$ cat src/vds_map.svh
// Purpose: Constants for the voltage select slew control block.
// Assumes: 125 MHz system clock.
// Notes:   Times are kept in picoseconds; cycle counts are derived from them.
`ifndef VDS_MAP_SVH
`define VDS_MAP_SVH
`define VDS_CLK_PERIOD_PS   8000
`define VDS_SAMPLE_PERIOD_PS 180180
`define VDS_STEP_PERIOD_PS  540000
`define VDS_SAMPLE_CYCLES   (`VDS_SAMPLE_PERIOD_PS / `VDS_CLK_PERIOD_PS)
`define VDS_STEP_SAMPLES    3
`define VDS_CODE_STABLE     3
`define VDS_OFF_STABLE      4
`define VDS_OFF_MASK        8'hFE
`define VDS_CODE_RESET      8'hFF
`define VDS_STEP_MV_X100    625
`endif

$ cat src/vds_pkg.sv
// Purpose: Types for the voltage select slew control block.
// Assumes: Nothing beyond the constants header.
// Notes:   Status bundle travels as one packed struct.
`default_nettype none
package vds_pkg;
  typedef logic [7:0] vds_code_type;
  typedef struct packed {
    logic       regulating;
    logic       latched_off;
    logic       slewing;
  } vds_status_type;
endpackage
`default_nettype wire

$ cat src/vds_slew_step.sv
// Purpose: Moves the reference code one count per step toward a target.
// Assumes: step_en_i is a one-cycle pulse at the stepping rate.
// Notes:   Higher code means lower voltage; only the code is stepped here.
`timescale 1ns/1ps
`default_nettype none
`include "vds_map.svh"
module vds_slew_step
  import vds_pkg::*;
(
  input  wire logic         clk_i,
  input  wire logic         rst_n_i,
  input  wire logic         step_en_i,
  input  wire logic         hold_i,
  input  wire vds_code_type target_i,
  output var  vds_code_type dac_code_o
);
  always_ff @(posedge clk_i) begin
    if (!rst_n_i) begin
      dac_code_o <= `VDS_CODE_RESET;
    end else if (step_en_i && !hold_i) begin
      // One count per step, either direction, from the present code.
      if (dac_code_o < target_i) begin
        dac_code_o <= dac_code_o + 8'h01;
      end else if (dac_code_o > target_i) begin
        dac_code_o <= dac_code_o - 8'h01;
      end
    end
  end
endmodule
`default_nettype wire

$ cat src/vds_ctrl.sv
// Purpose: Samples, debounces and slews the voltage select code; latches off codes.
// Assumes: voltage_select_code_i and enable_i are synchronous to clk_i.
// Notes:   Sampling rate is the system clock divided by 22, about 5.68 MHz.
// Summary of operation
// - Sample select inputs each sampling edge and compare with the previous sample.
// - Accept an ordinary code after three identical successive samples.
// - Step the DAC code one count toward target at the stepping rate.
// - Keep stepping every step period until DAC code equals target.
// - A recognized off code stops regulation instead of stepping.
// - Recognize an off code after four identical successive samples.
// - Off state is latched; cleared only by enable low then high.
// - Codes with upper seven bits all ones are off codes.
`timescale 1ns/1ps
`default_nettype none
`include "vds_map.svh"
module vds_ctrl
  import vds_pkg::*;
(
  input  wire logic           clk_i,
  input  wire logic           rst_n_i,
  input  wire logic           enable_i,
  input  wire vds_code_type   voltage_select_code_i,
  output var  vds_code_type   dac_code_o,
  output var  vds_code_type   target_o,
  output var  vds_status_type status_o
);
  localparam int SAMPLE_CYCLES = `VDS_SAMPLE_CYCLES;

  // ----------------------------------------
  // Timebase
  // ----------------------------------------
  logic [4:0] div_cnt;
  logic       sample_en;
  logic [1:0] step_div;
  logic       step_en;

  always_ff @(posedge clk_i) begin
    if (!rst_n_i) begin
      div_cnt   <= 5'h00;
      sample_en <= 1'b0;
    end else if (div_cnt == 5'(SAMPLE_CYCLES - 1)) begin
      div_cnt   <= 5'h00;
      sample_en <= 1'b1;
    end else begin
      div_cnt   <= div_cnt + 5'h01;
      sample_en <= 1'b0;
    end
  end

  always_ff @(posedge clk_i) begin
    if (!rst_n_i) begin
      step_div <= 2'h0;
      step_en  <= 1'b0;
    end else if (sample_en) begin
      step_en  <= (step_div == 2'(`VDS_STEP_SAMPLES - 1));
      step_div <= (step_div == 2'(`VDS_STEP_SAMPLES - 1)) ? 2'h0 : step_div + 2'h1;
    end else begin
      step_en  <= 1'b0;
    end
  end

  // ----------------------------------------
  // Sampling and stability count
  // ----------------------------------------
  vds_code_type last_sample;
  logic [2:0]   stable_cnt;
  logic         sample_is_off;
  vds_code_type dac_code;

  assign sample_is_off = ((voltage_select_code_i & `VDS_OFF_MASK) == `VDS_OFF_MASK);

  always_ff @(posedge clk_i) begin
    if (!rst_n_i) begin
      last_sample <= `VDS_CODE_RESET;
      stable_cnt  <= 3'h0;
    end else if (sample_en) begin
      last_sample <= voltage_select_code_i;
      if (voltage_select_code_i != last_sample) begin
        stable_cnt <= 3'h1;
      end else if (stable_cnt != 3'h7) begin
        stable_cnt <= stable_cnt + 3'h1;
      end
    end
  end

  // ----------------------------------------
  // Target acceptance and off latch
  // ----------------------------------------
  logic enable_q;
  logic rearm;
  logic off_seen;
  logic code_seen;
  logic rearm_edge;

  // A code is judged on the sample that completes its run of identical readings.
  assign off_seen   = sample_en && sample_is_off && voltage_select_code_i == last_sample &&
                      stable_cnt == 3'(`VDS_OFF_STABLE - 1);
  assign code_seen  = sample_en && !sample_is_off && voltage_select_code_i == last_sample &&
                      stable_cnt == 3'(`VDS_CODE_STABLE - 1);
  assign rearm_edge = enable_i && !enable_q && rearm;

  // Comparing with the target as well as the DAC code lets a code that the
  // DAC is only passing through still become the new end point.
  always_ff @(posedge clk_i) begin
    if (!rst_n_i) begin
      target_o <= `VDS_CODE_RESET;
    end else if (code_seen && (voltage_select_code_i != dac_code ||
                               voltage_select_code_i != target_o)) begin
      target_o <= voltage_select_code_i;
    end
  end

  always_ff @(posedge clk_i) begin
    if (!rst_n_i) begin
      enable_q <= 1'b0;
      rearm    <= 1'b0;
    end else begin
      enable_q <= enable_i;
      if (!enable_i) begin
        rearm <= 1'b1;
      end else if (rearm_edge) begin
        rearm <= 1'b0;
      end
    end
  end

  // ----------------------------------------
  // Reference stepping and status
  // ----------------------------------------
  vds_slew_step u_step (
    .clk_i      (clk_i),
    .rst_n_i    (rst_n_i),
    .step_en_i  (step_en),
    .hold_i     (status_o.latched_off),
    .target_i   (target_o),
    .dac_code_o (dac_code)
  );

  always_ff @(posedge clk_i) begin
    if (!rst_n_i) begin
      dac_code_o <= `VDS_CODE_RESET;
    end else begin
      dac_code_o <= dac_code;
    end
  end

  // The set wins over a clear in the same cycle, so an off code is never lost.
  always_ff @(posedge clk_i) begin
    if (!rst_n_i) begin
      status_o.regulating  <= 1'b0;
      status_o.latched_off <= 1'b0;
      status_o.slewing     <= 1'b0;
    end else begin
      status_o.regulating <= enable_i && !status_o.latched_off;
      status_o.slewing    <= (dac_code != target_o) && !status_o.latched_off;
      if (off_seen) begin
        status_o.latched_off <= 1'b1;
      end else if (rearm_edge) begin
        status_o.latched_off <= 1'b0;
      end
    end
  end
endmodule
`default_nettype wire

$ cat config.mk
export PLATFORM = sky130hd
export DESIGN_NAME = vds_ctrl
export DESIGN_NICKNAME = d
export VERILOG_FILES = /design/src/vds_pkg.sv /design/src/vds_slew_step.sv /design/src/vds_ctrl.sv
export VERILOG_INCLUDE_DIRS = /design/src
export SDC_FILE = /design/constraint.sdc
export NUM_CORES = 1
export LEC_CHECK = 0
export BUFFER_PORTS_ARGS = -buffer_cell sky130_fd_sc_hd__buf_2
export CORE_ASPECT_RATIO = 1.5
export CORE_UTILIZATION = 25
export DETAILED_ROUTE_END_ITERATION = 10
export PLACE_DENSITY = 0.52
export REMOVE_ABC_BUFFERS = 1
export SLEW_MARGIN = 0
export SYNTH_ARGS = -nofsm -noshare
export SYNTH_HDL_FRONTEND = slang
export SYNTH_HIERARCHICAL = 1
export SYNTH_SLANG_ARGS = --single-unit
$ cat constraint.sdc
create_clock -name clk_i -period 7.9 [get_ports clk_i]
set_input_delay 1.58 -clock clk_i [delete_from_list [all_inputs] [get_ports clk_i]]
set_output_delay 1.58 -clock clk_i [all_outputs]
set_load 0.01 [all_outputs]
==> reports/metrics.cfg, run 1 <==
[route]
drt_first_pass_iters = 4
drc = 0
drt-initial-drc-count = 57
via_per_inst = 4.95
finalWirelength_um = 5820
wire_per_inst_um = 13.3
vias = 2169
postRouteAntennaNets = 0

[setup_path]
cp_slowest_stage_delay_ns = 0.45
critPathArrivalTime_ns = 3.37
crit_chain = inv_1 > ha_1 > o21ai_0 > a21oi_1 > o21bai_1 > nand2_1 > ha_1 > a21oi_1 > nand2_1 > a41o_1 > a2111o_1 > o31ai_1 > nor4_1
worst_setup_path_end_kind = register
crit_required_ns = 8.07
crit_fanout = 10
cp-start-kind = register
crit_slowest_cell = dfxtp_1
critPathKind = register to register

[global_routing]
busiest_layer = met2
grt_remaining_overflow = 0
grt_max_degree = 39
grt_usage_pct = 11.6
grtUsageMet2_pct = 20.8
grt_first_pass_wirelength_um = 10100
grt_pass1_vias = 2098
met1_usage_pct = 13.4
antenna_found_initial = 0
use_met3_pct = 1.81

[clock_tree]
cts_buffers = 5
post_cts_buffers = 0
ctsLongestPathBuffers = 2
clk-insertion-delay-late_ns = 0.29
cts.htree.levels = 2
cts-resized-gates = 0
clock-sinks = 49
postCtsHoldBufs = 0
tritoncts = built
clock-root-buffer = clkbuf_16
path_clk_slew_ns = 0.07

[placed_design]
io_buffer_count = 29
place_area_mm2 = 0.00284
hpwl_um = 4440
gp_congestion = 0.874

[logic_synthesis]
syn_area_mm2 = 0.00262
synthCells = 292
synth_edf_count = 0
ys_warn_count = 6
avgSynthCellArea_um2 = 8.98
yosysTopAreaCell = dfxtp_1
seq_area_frac_synth_pct = 37.4
yosys-top-cells-area = dfxtp_1, ha_1, xor2_1
synth_flop_cell = dfxtp_1
ys_types = 46
ys_ff_latch = 49
synth_top_cell_area_share_pct = 37.4
synth_async_sr_flop_share_pct = 0

[finish]
final_layout_size_suffix_gt1_share_pct = 14.0
num_antenna_cells = 0
syn_to_final_growth_pct = 13.9
layout.nets = 352
nFillCells = 1104
fin_area_mm2 = 0.00299
final_common_cell = dfxtp_1
mostFrequentLayoutCells = dfxtp_1, buf_2, nand2_1
fin_util_pct = 29.5

[worst_hold_path]
hp-class = register to register

[run_status]
status = finished clean

[timing]
tns_ns = 0
relSlewSlack_pct = 53.5
fin_crit_sh_pct = 40.5
worst_pin_slew_ns = 0.698
hold_viol = 0
fmaxAchievable_ghz = 0.313
skew_ns = 0.00597
rsz0062_at_grt = false
fin_crit_ns = 3.20
setup_viol = 0
slew_viol_final = 0

[floorplanning]
core_mm2 = 0.0101
die_h_um = 127
core.rowCount = 45
io_pins = 30
initial_core_util_pct = 25.9
die_x_um = 85.6
die-area_mm2 = 0.0109

[job]
cap_violations = 0

[pwr]
power_w = 0.000540
power_density_mw_per_mm2 = 181
irDropWorstVdd_mv = 0.0815
leakage_nw = 1.22

==> routing by layer <==
layer / wire (µm) / part of all wire (%) / vias to the layer above
li1: - / - / 1098
met1: 2440 / 42 / 1019
met2: 3050 / 52 / 40
met3: 182 / 3.1 / 12
met4: 154 / 2.6 / 0
met5: 0 / 0 / -
==> cell usage after synthesis, types with 2 or more instances <==
library cell,count
and3_2,2
nand4_1,11
ha_1,20
nor2_1,16
nor3_1,11
xnor2_1,4
o21a_1,4
nand2b_1,13
o211ai_1,5
buf_1,2
nand2_1,26
o21ai_0,12
dfxtp_1,49
a21oi_2,3
xor2_1,20
inv_1,17
and3_1,8
nor4_1,5
a31oi_1,2
a21oi_1,9
a211oi_1,2
clkbuf_8,2
buf_6,3
mux2i_1,9
nand3_1,12
nor2b_1,2
o22ai_1,4
==> area by class of cell <==
cell class,instances,area [µm²],share of cell area (%)
inverters,18,67.6,2.26
well taps,117,146,4.90
flip-flops and latches,49,981,32.8
multi-input cells,217,1500,50.2
clock buffers,5,125,4.19
repair buffers,29,145,4.86
clock inverters,3,21.3,0.712
==> kinds of logic after synthesis <==
group | Yosys count | share of synthesized area [%]
buffers and inverters | 26 | 5.39
muxes | 9 | 3.44
and+or+nand+nor | 113 | 22.9
adders and majority gates | 21 | 10.3
AOI/OAI and AO/OA | 50 | 12.6
DFF | 49 | 37.4
xor gates and xnor gates | 24 | 8.02
==> final timing paths <==
| path | startpoint | endpoint | slack [ns] | cells after the start |
|---|---|---|---|---|
| max | target_o[2]$_SDFFE_PN1P_ | u_step/dac_code_o[7]$_SDFFE_PN1P_ | 4.70 | 13 |
| min | rearm$_SDFFE_PN0P_ | rearm$_SDFFE_PN0P_ | 0.46 | 2 |
| max reg2reg | target_o[2]$_SDFFE_PN1P_ | u_step/dac_code_o[7]$_SDFFE_PN1P_ | 4.70 | 13 |
| min reg2reg | rearm$_SDFFE_PN0P_ | rearm$_SDFFE_PN0P_ | 0.46 | 2 |
==> sequential cells by signal (all words and copies together), names as in the netlist <==
register and cells:
dac_code_o 8, last_sample 8, target_o 8, u_step/dac_code_o 8
div_cnt 5, stable_cnt 3, status_o 3, step_div 2
enable_q 1, rearm 1, sample_en 1, step_en 1
==> metrics by stage <==
stage	instances	worst slack [ns]	hold slack (ns)
after floorplan	284	5.09	0.434
after global placement	430	4.66	0.445
after detailed placement	430	4.64	0.455
after CTS	438	4.69	0.464
after global routing	438	4.38	0.488
final	438	4.70	0.461
==> power by group <==
group          leakage (nW)  internal [W]  switching, W
clock                0.0702      0.000118     0.0000953
combinational         0.750     0.0000287     0.0000422
sequential            0.398      0.000251    0.00000455
==> critical path: cells and delay by family, from the launching register on <==
kind	cells	cell delay (ns)
buf+inv	1	0.08
flops	1	0.45
fa+ha+maj	2	0.73
compound gates	7	1.32
simple gates	3	0.48
Power figures use the tool's default switching activity.
==> run 2: changes to the inputs <==
clock period = 3.1 ns   (was 7.9 ns; I/O delays follow)
==> reports/metrics.cfg, run 2 (synthesized netlist as in run 1, its figures left out) <==
[timing]
tns_ns = 0  ; unchanged
final.setup.worst_slack_ns = 0.180  ; -4.52 ns
skew_ns = 0.00532  ; -0.000651 ns
slew_viol_final = 0  ; unchanged
relSlewSlack_pct = 56.8  ; +3.3 points
worst_pin_slew_ns = 0.647  ; -0.0506 ns
whs_ns = 0.461  ; +0.000194 ns
hold_viol = 0  ; unchanged
fin_crit_ns = 2.92  ; -0.277 ns
setup_viol = 0  ; unchanged
fin_crit_sh_pct = 94.2  ; +54 points
fmaxAchievable_ghz = 0.342  ; +9.5%

[setup_path]
cp-start-kind = register
crit_chain = inv_1 > ha_1 > o21ai_0 > a21oi_1 > o21bai_2 > nand2_2 > ha_1 > a21oi_1 > nand2_1 > a41o_1 > a2111o_1 > o31ai_1 > nor4_1
critPathArrivalTime_ns = 3.10  ; -0.27 ns
critPathKind = register to register
path_depth = 13  ; unchanged
cp_slowest_stage_delay_ns = 0.41  ; -0.04 ns
cp_num_buf_inv = 1  ; unchanged
crit_slowest_cell = dfxtp_1
r2r_cells = 13  ; unchanged
crit_family = compound AO/OA/AOI/OAI gates
crit_required_ns = 3.28  ; -4.79 ns
crit_fanout = 6  ; -4
worst_setup_path_end_kind = register

[finish]
final_common_cell = dfxtp_1
final_layout_size_suffix_gt1_share_pct = 18.9  ; +4.9 points
syn_to_final_growth_pct = 19.1
layout.nets = 370  ; +5.1%
final_cells = 456  ; +4.1%
mostFrequentLayoutCells = dfxtp_1, buf_2, nand2_1
fin_area_mm2 = 0.00312  ; +4.6%
num_antenna_cells = 0  ; unchanged

[route]
postRouteAntennaNets = 0  ; unchanged
finalWirelength_um = 6280  ; +8.0%
vias = 2212  ; +2.0%
via_per_inst = 4.85  ; -2.0%
drt_first_pass_iters = 4  ; unchanged
drc = 0  ; unchanged
wire_per_inst_um = 13.8  ; +3.7%
drt-initial-drc-count = 107  ; +88%

[global_routing]
antenna_found_initial = 0  ; unchanged
grt_usage_pct = 12.1  ; +0.50 points
grt_max_degree = 21  ; -46%
grt_pass1_vias = 2172  ; +3.5%
grt_first_pass_wirelength_um = 10300  ; +1.7%
grt_remaining_overflow = 0  ; unchanged

[floorplanning]
core.rowCount = 45  ; unchanged
die-area_mm2 = 0.0109  ; unchanged
die_x_um = 85.6  ; unchanged
die_h_um = 127  ; unchanged
io_pins = 30  ; unchanged
initial_core_util_pct = 25.9  ; unchanged
core_mm2 = 0.0101  ; unchanged

[placed_design]
io_buffer_count = 29  ; unchanged
hpwl_um = 4740  ; +6.9%
place_area_mm2 = 0.00295  ; +3.7%
gp_congestion = 0.758  ; -13%
pre_cts_ws_ns = 0.0241  ; -4.61 ns
placed_cells = 444  ; +3.3%

[pwr]
switching_power_w = 0.000376  ; +160%
p_comb_share_pct = 15.1  ; +2.0 points
power_density_mw_per_mm2 = 450  ; +150%
sw_frac_of_total_pct = 26.7  ; +0.40 points
leakage_nw = 1.30  ; +6.6%
p_int_w = 0.00103  ; +160%
pwr-share-clk_pct = 38.9  ; -0.6 points
seqPwrFrac_pct = 46.0  ; -1.4 points
irDropWorstVdd_mv = 0.254  ; +210%

[job]
cap_violations = 0  ; unchanged

[worst_hold_path]
hp-class = register to register
holdPathStages = 2  ; unchanged

[clock_tree]
tritoncts = built
clock-root-buffer = clkbuf_16
postCtsHoldBufs = 0  ; unchanged
path_clk_slew_ns = 0.07  ; about the same
cts_buffers = 5  ; unchanged
ctsLongestPathBuffers = 2  ; unchanged
clk-insertion-delay-late_ns = 0.29  ; about the same
clock-sinks = 49  ; unchanged
cts.htree.levels = 2  ; unchanged

[run_status]
status = finished clean

==> run 2: metrics by stage <==
| stage | util, % | power [W] |
|---|---|---|
| after floorplan | - | 0.000792 |
| after global placement | 29.1 | 0.000851 |
| after detailed placement | 29.1 | 0.000857 |
| after CTS | 30.5 | 0.00142 |
| after global routing | 30.8 | 0.00149 |
| final | 30.8 | 0.00141 |
==> run 2: metal layers <==
| layer | part of all wire [%] | routed length (µm) | GRT usage, % | up-vias |
|---|---|---|---|---|
| li1 | - | - | - | 1127 |
| met1 | 41 | 2590 | 13.6 | 1038 |
| met2 | 53 | 3310 | 21.7 | 37 |
| met3 | 3.3 | 209 | 2.58 | 10 |
| met4 | 2.7 | 172 | 5.39 | 0 |
| met5 | 0 | 0 | 0 | - |
==> run 2: power groups by stage <==
stage	logic (W)	clock network [W]	registers (W)
floorplan	0.000127	0	0.000665
global placement	0.000190	0	0.000662
detailed placement	0.000196	0	0.000662
CTS	0.000197	0.000574	0.000647
global route	0.000239	0.000598	0.000649
finish	0.000213	0.000546	0.000647
==> run 2: final timing paths <==
| check | start | to | slack [ns] |
|---|---|---|---|
| setup / recovery | target_o[2]$_SDFFE_PN1P_ | u_step/dac_code_o[7]$_SDFFE_PN1P_ | 0.18 |
| hold reg to reg | rearm$_SDFFE_PN0P_ | rearm$_SDFFE_PN0P_ | 0.46 |
| setup reg to reg | target_o[2]$_SDFFE_PN1P_ | u_step/dac_code_o[7]$_SDFFE_PN1P_ | 0.18 |
| hold / removal | rearm$_SDFFE_PN0P_ | rearm$_SDFFE_PN0P_ | 0.46 |
==> run 2: area by class of cell <==
cell class / count / area (µm²)
Clock buffer: 5 / 125
Clock inverter: 3 / 21.3
Fill cell: 1118 / 7010
Inverter: 18 / 67.6
Multi-Input combinational cell: 218 / 1510
Sequential cell: 49 / 981
Tap cell: 117 / 146
Timing Repair Buffer: 46 / 273
==> run 2: repair_timing <==
action / 4_1_cts / 5_1_grt
endpoints found under the hold margin: 0 / 0
setup endpoints to repair: 0 / 2
setup buffers: 0 / 3
resized for setup: 0 / 2
==> run 2: worst reg2reg max path: stages, from the launching register on <==
cell and delay, ns:
dfxtp_1 0.41, inv_1 0.07, ha_1 0.28, o21ai_0 0.16, a21oi_1 0.08, o21bai_2 0.19
nand2_2 0.14, ha_1 0.38, a21oi_1 0.18, nand2_1 0.11, a41o_1 0.29, a2111o_1 0.36
o31ai_1 0.07, nor4_1 0.09
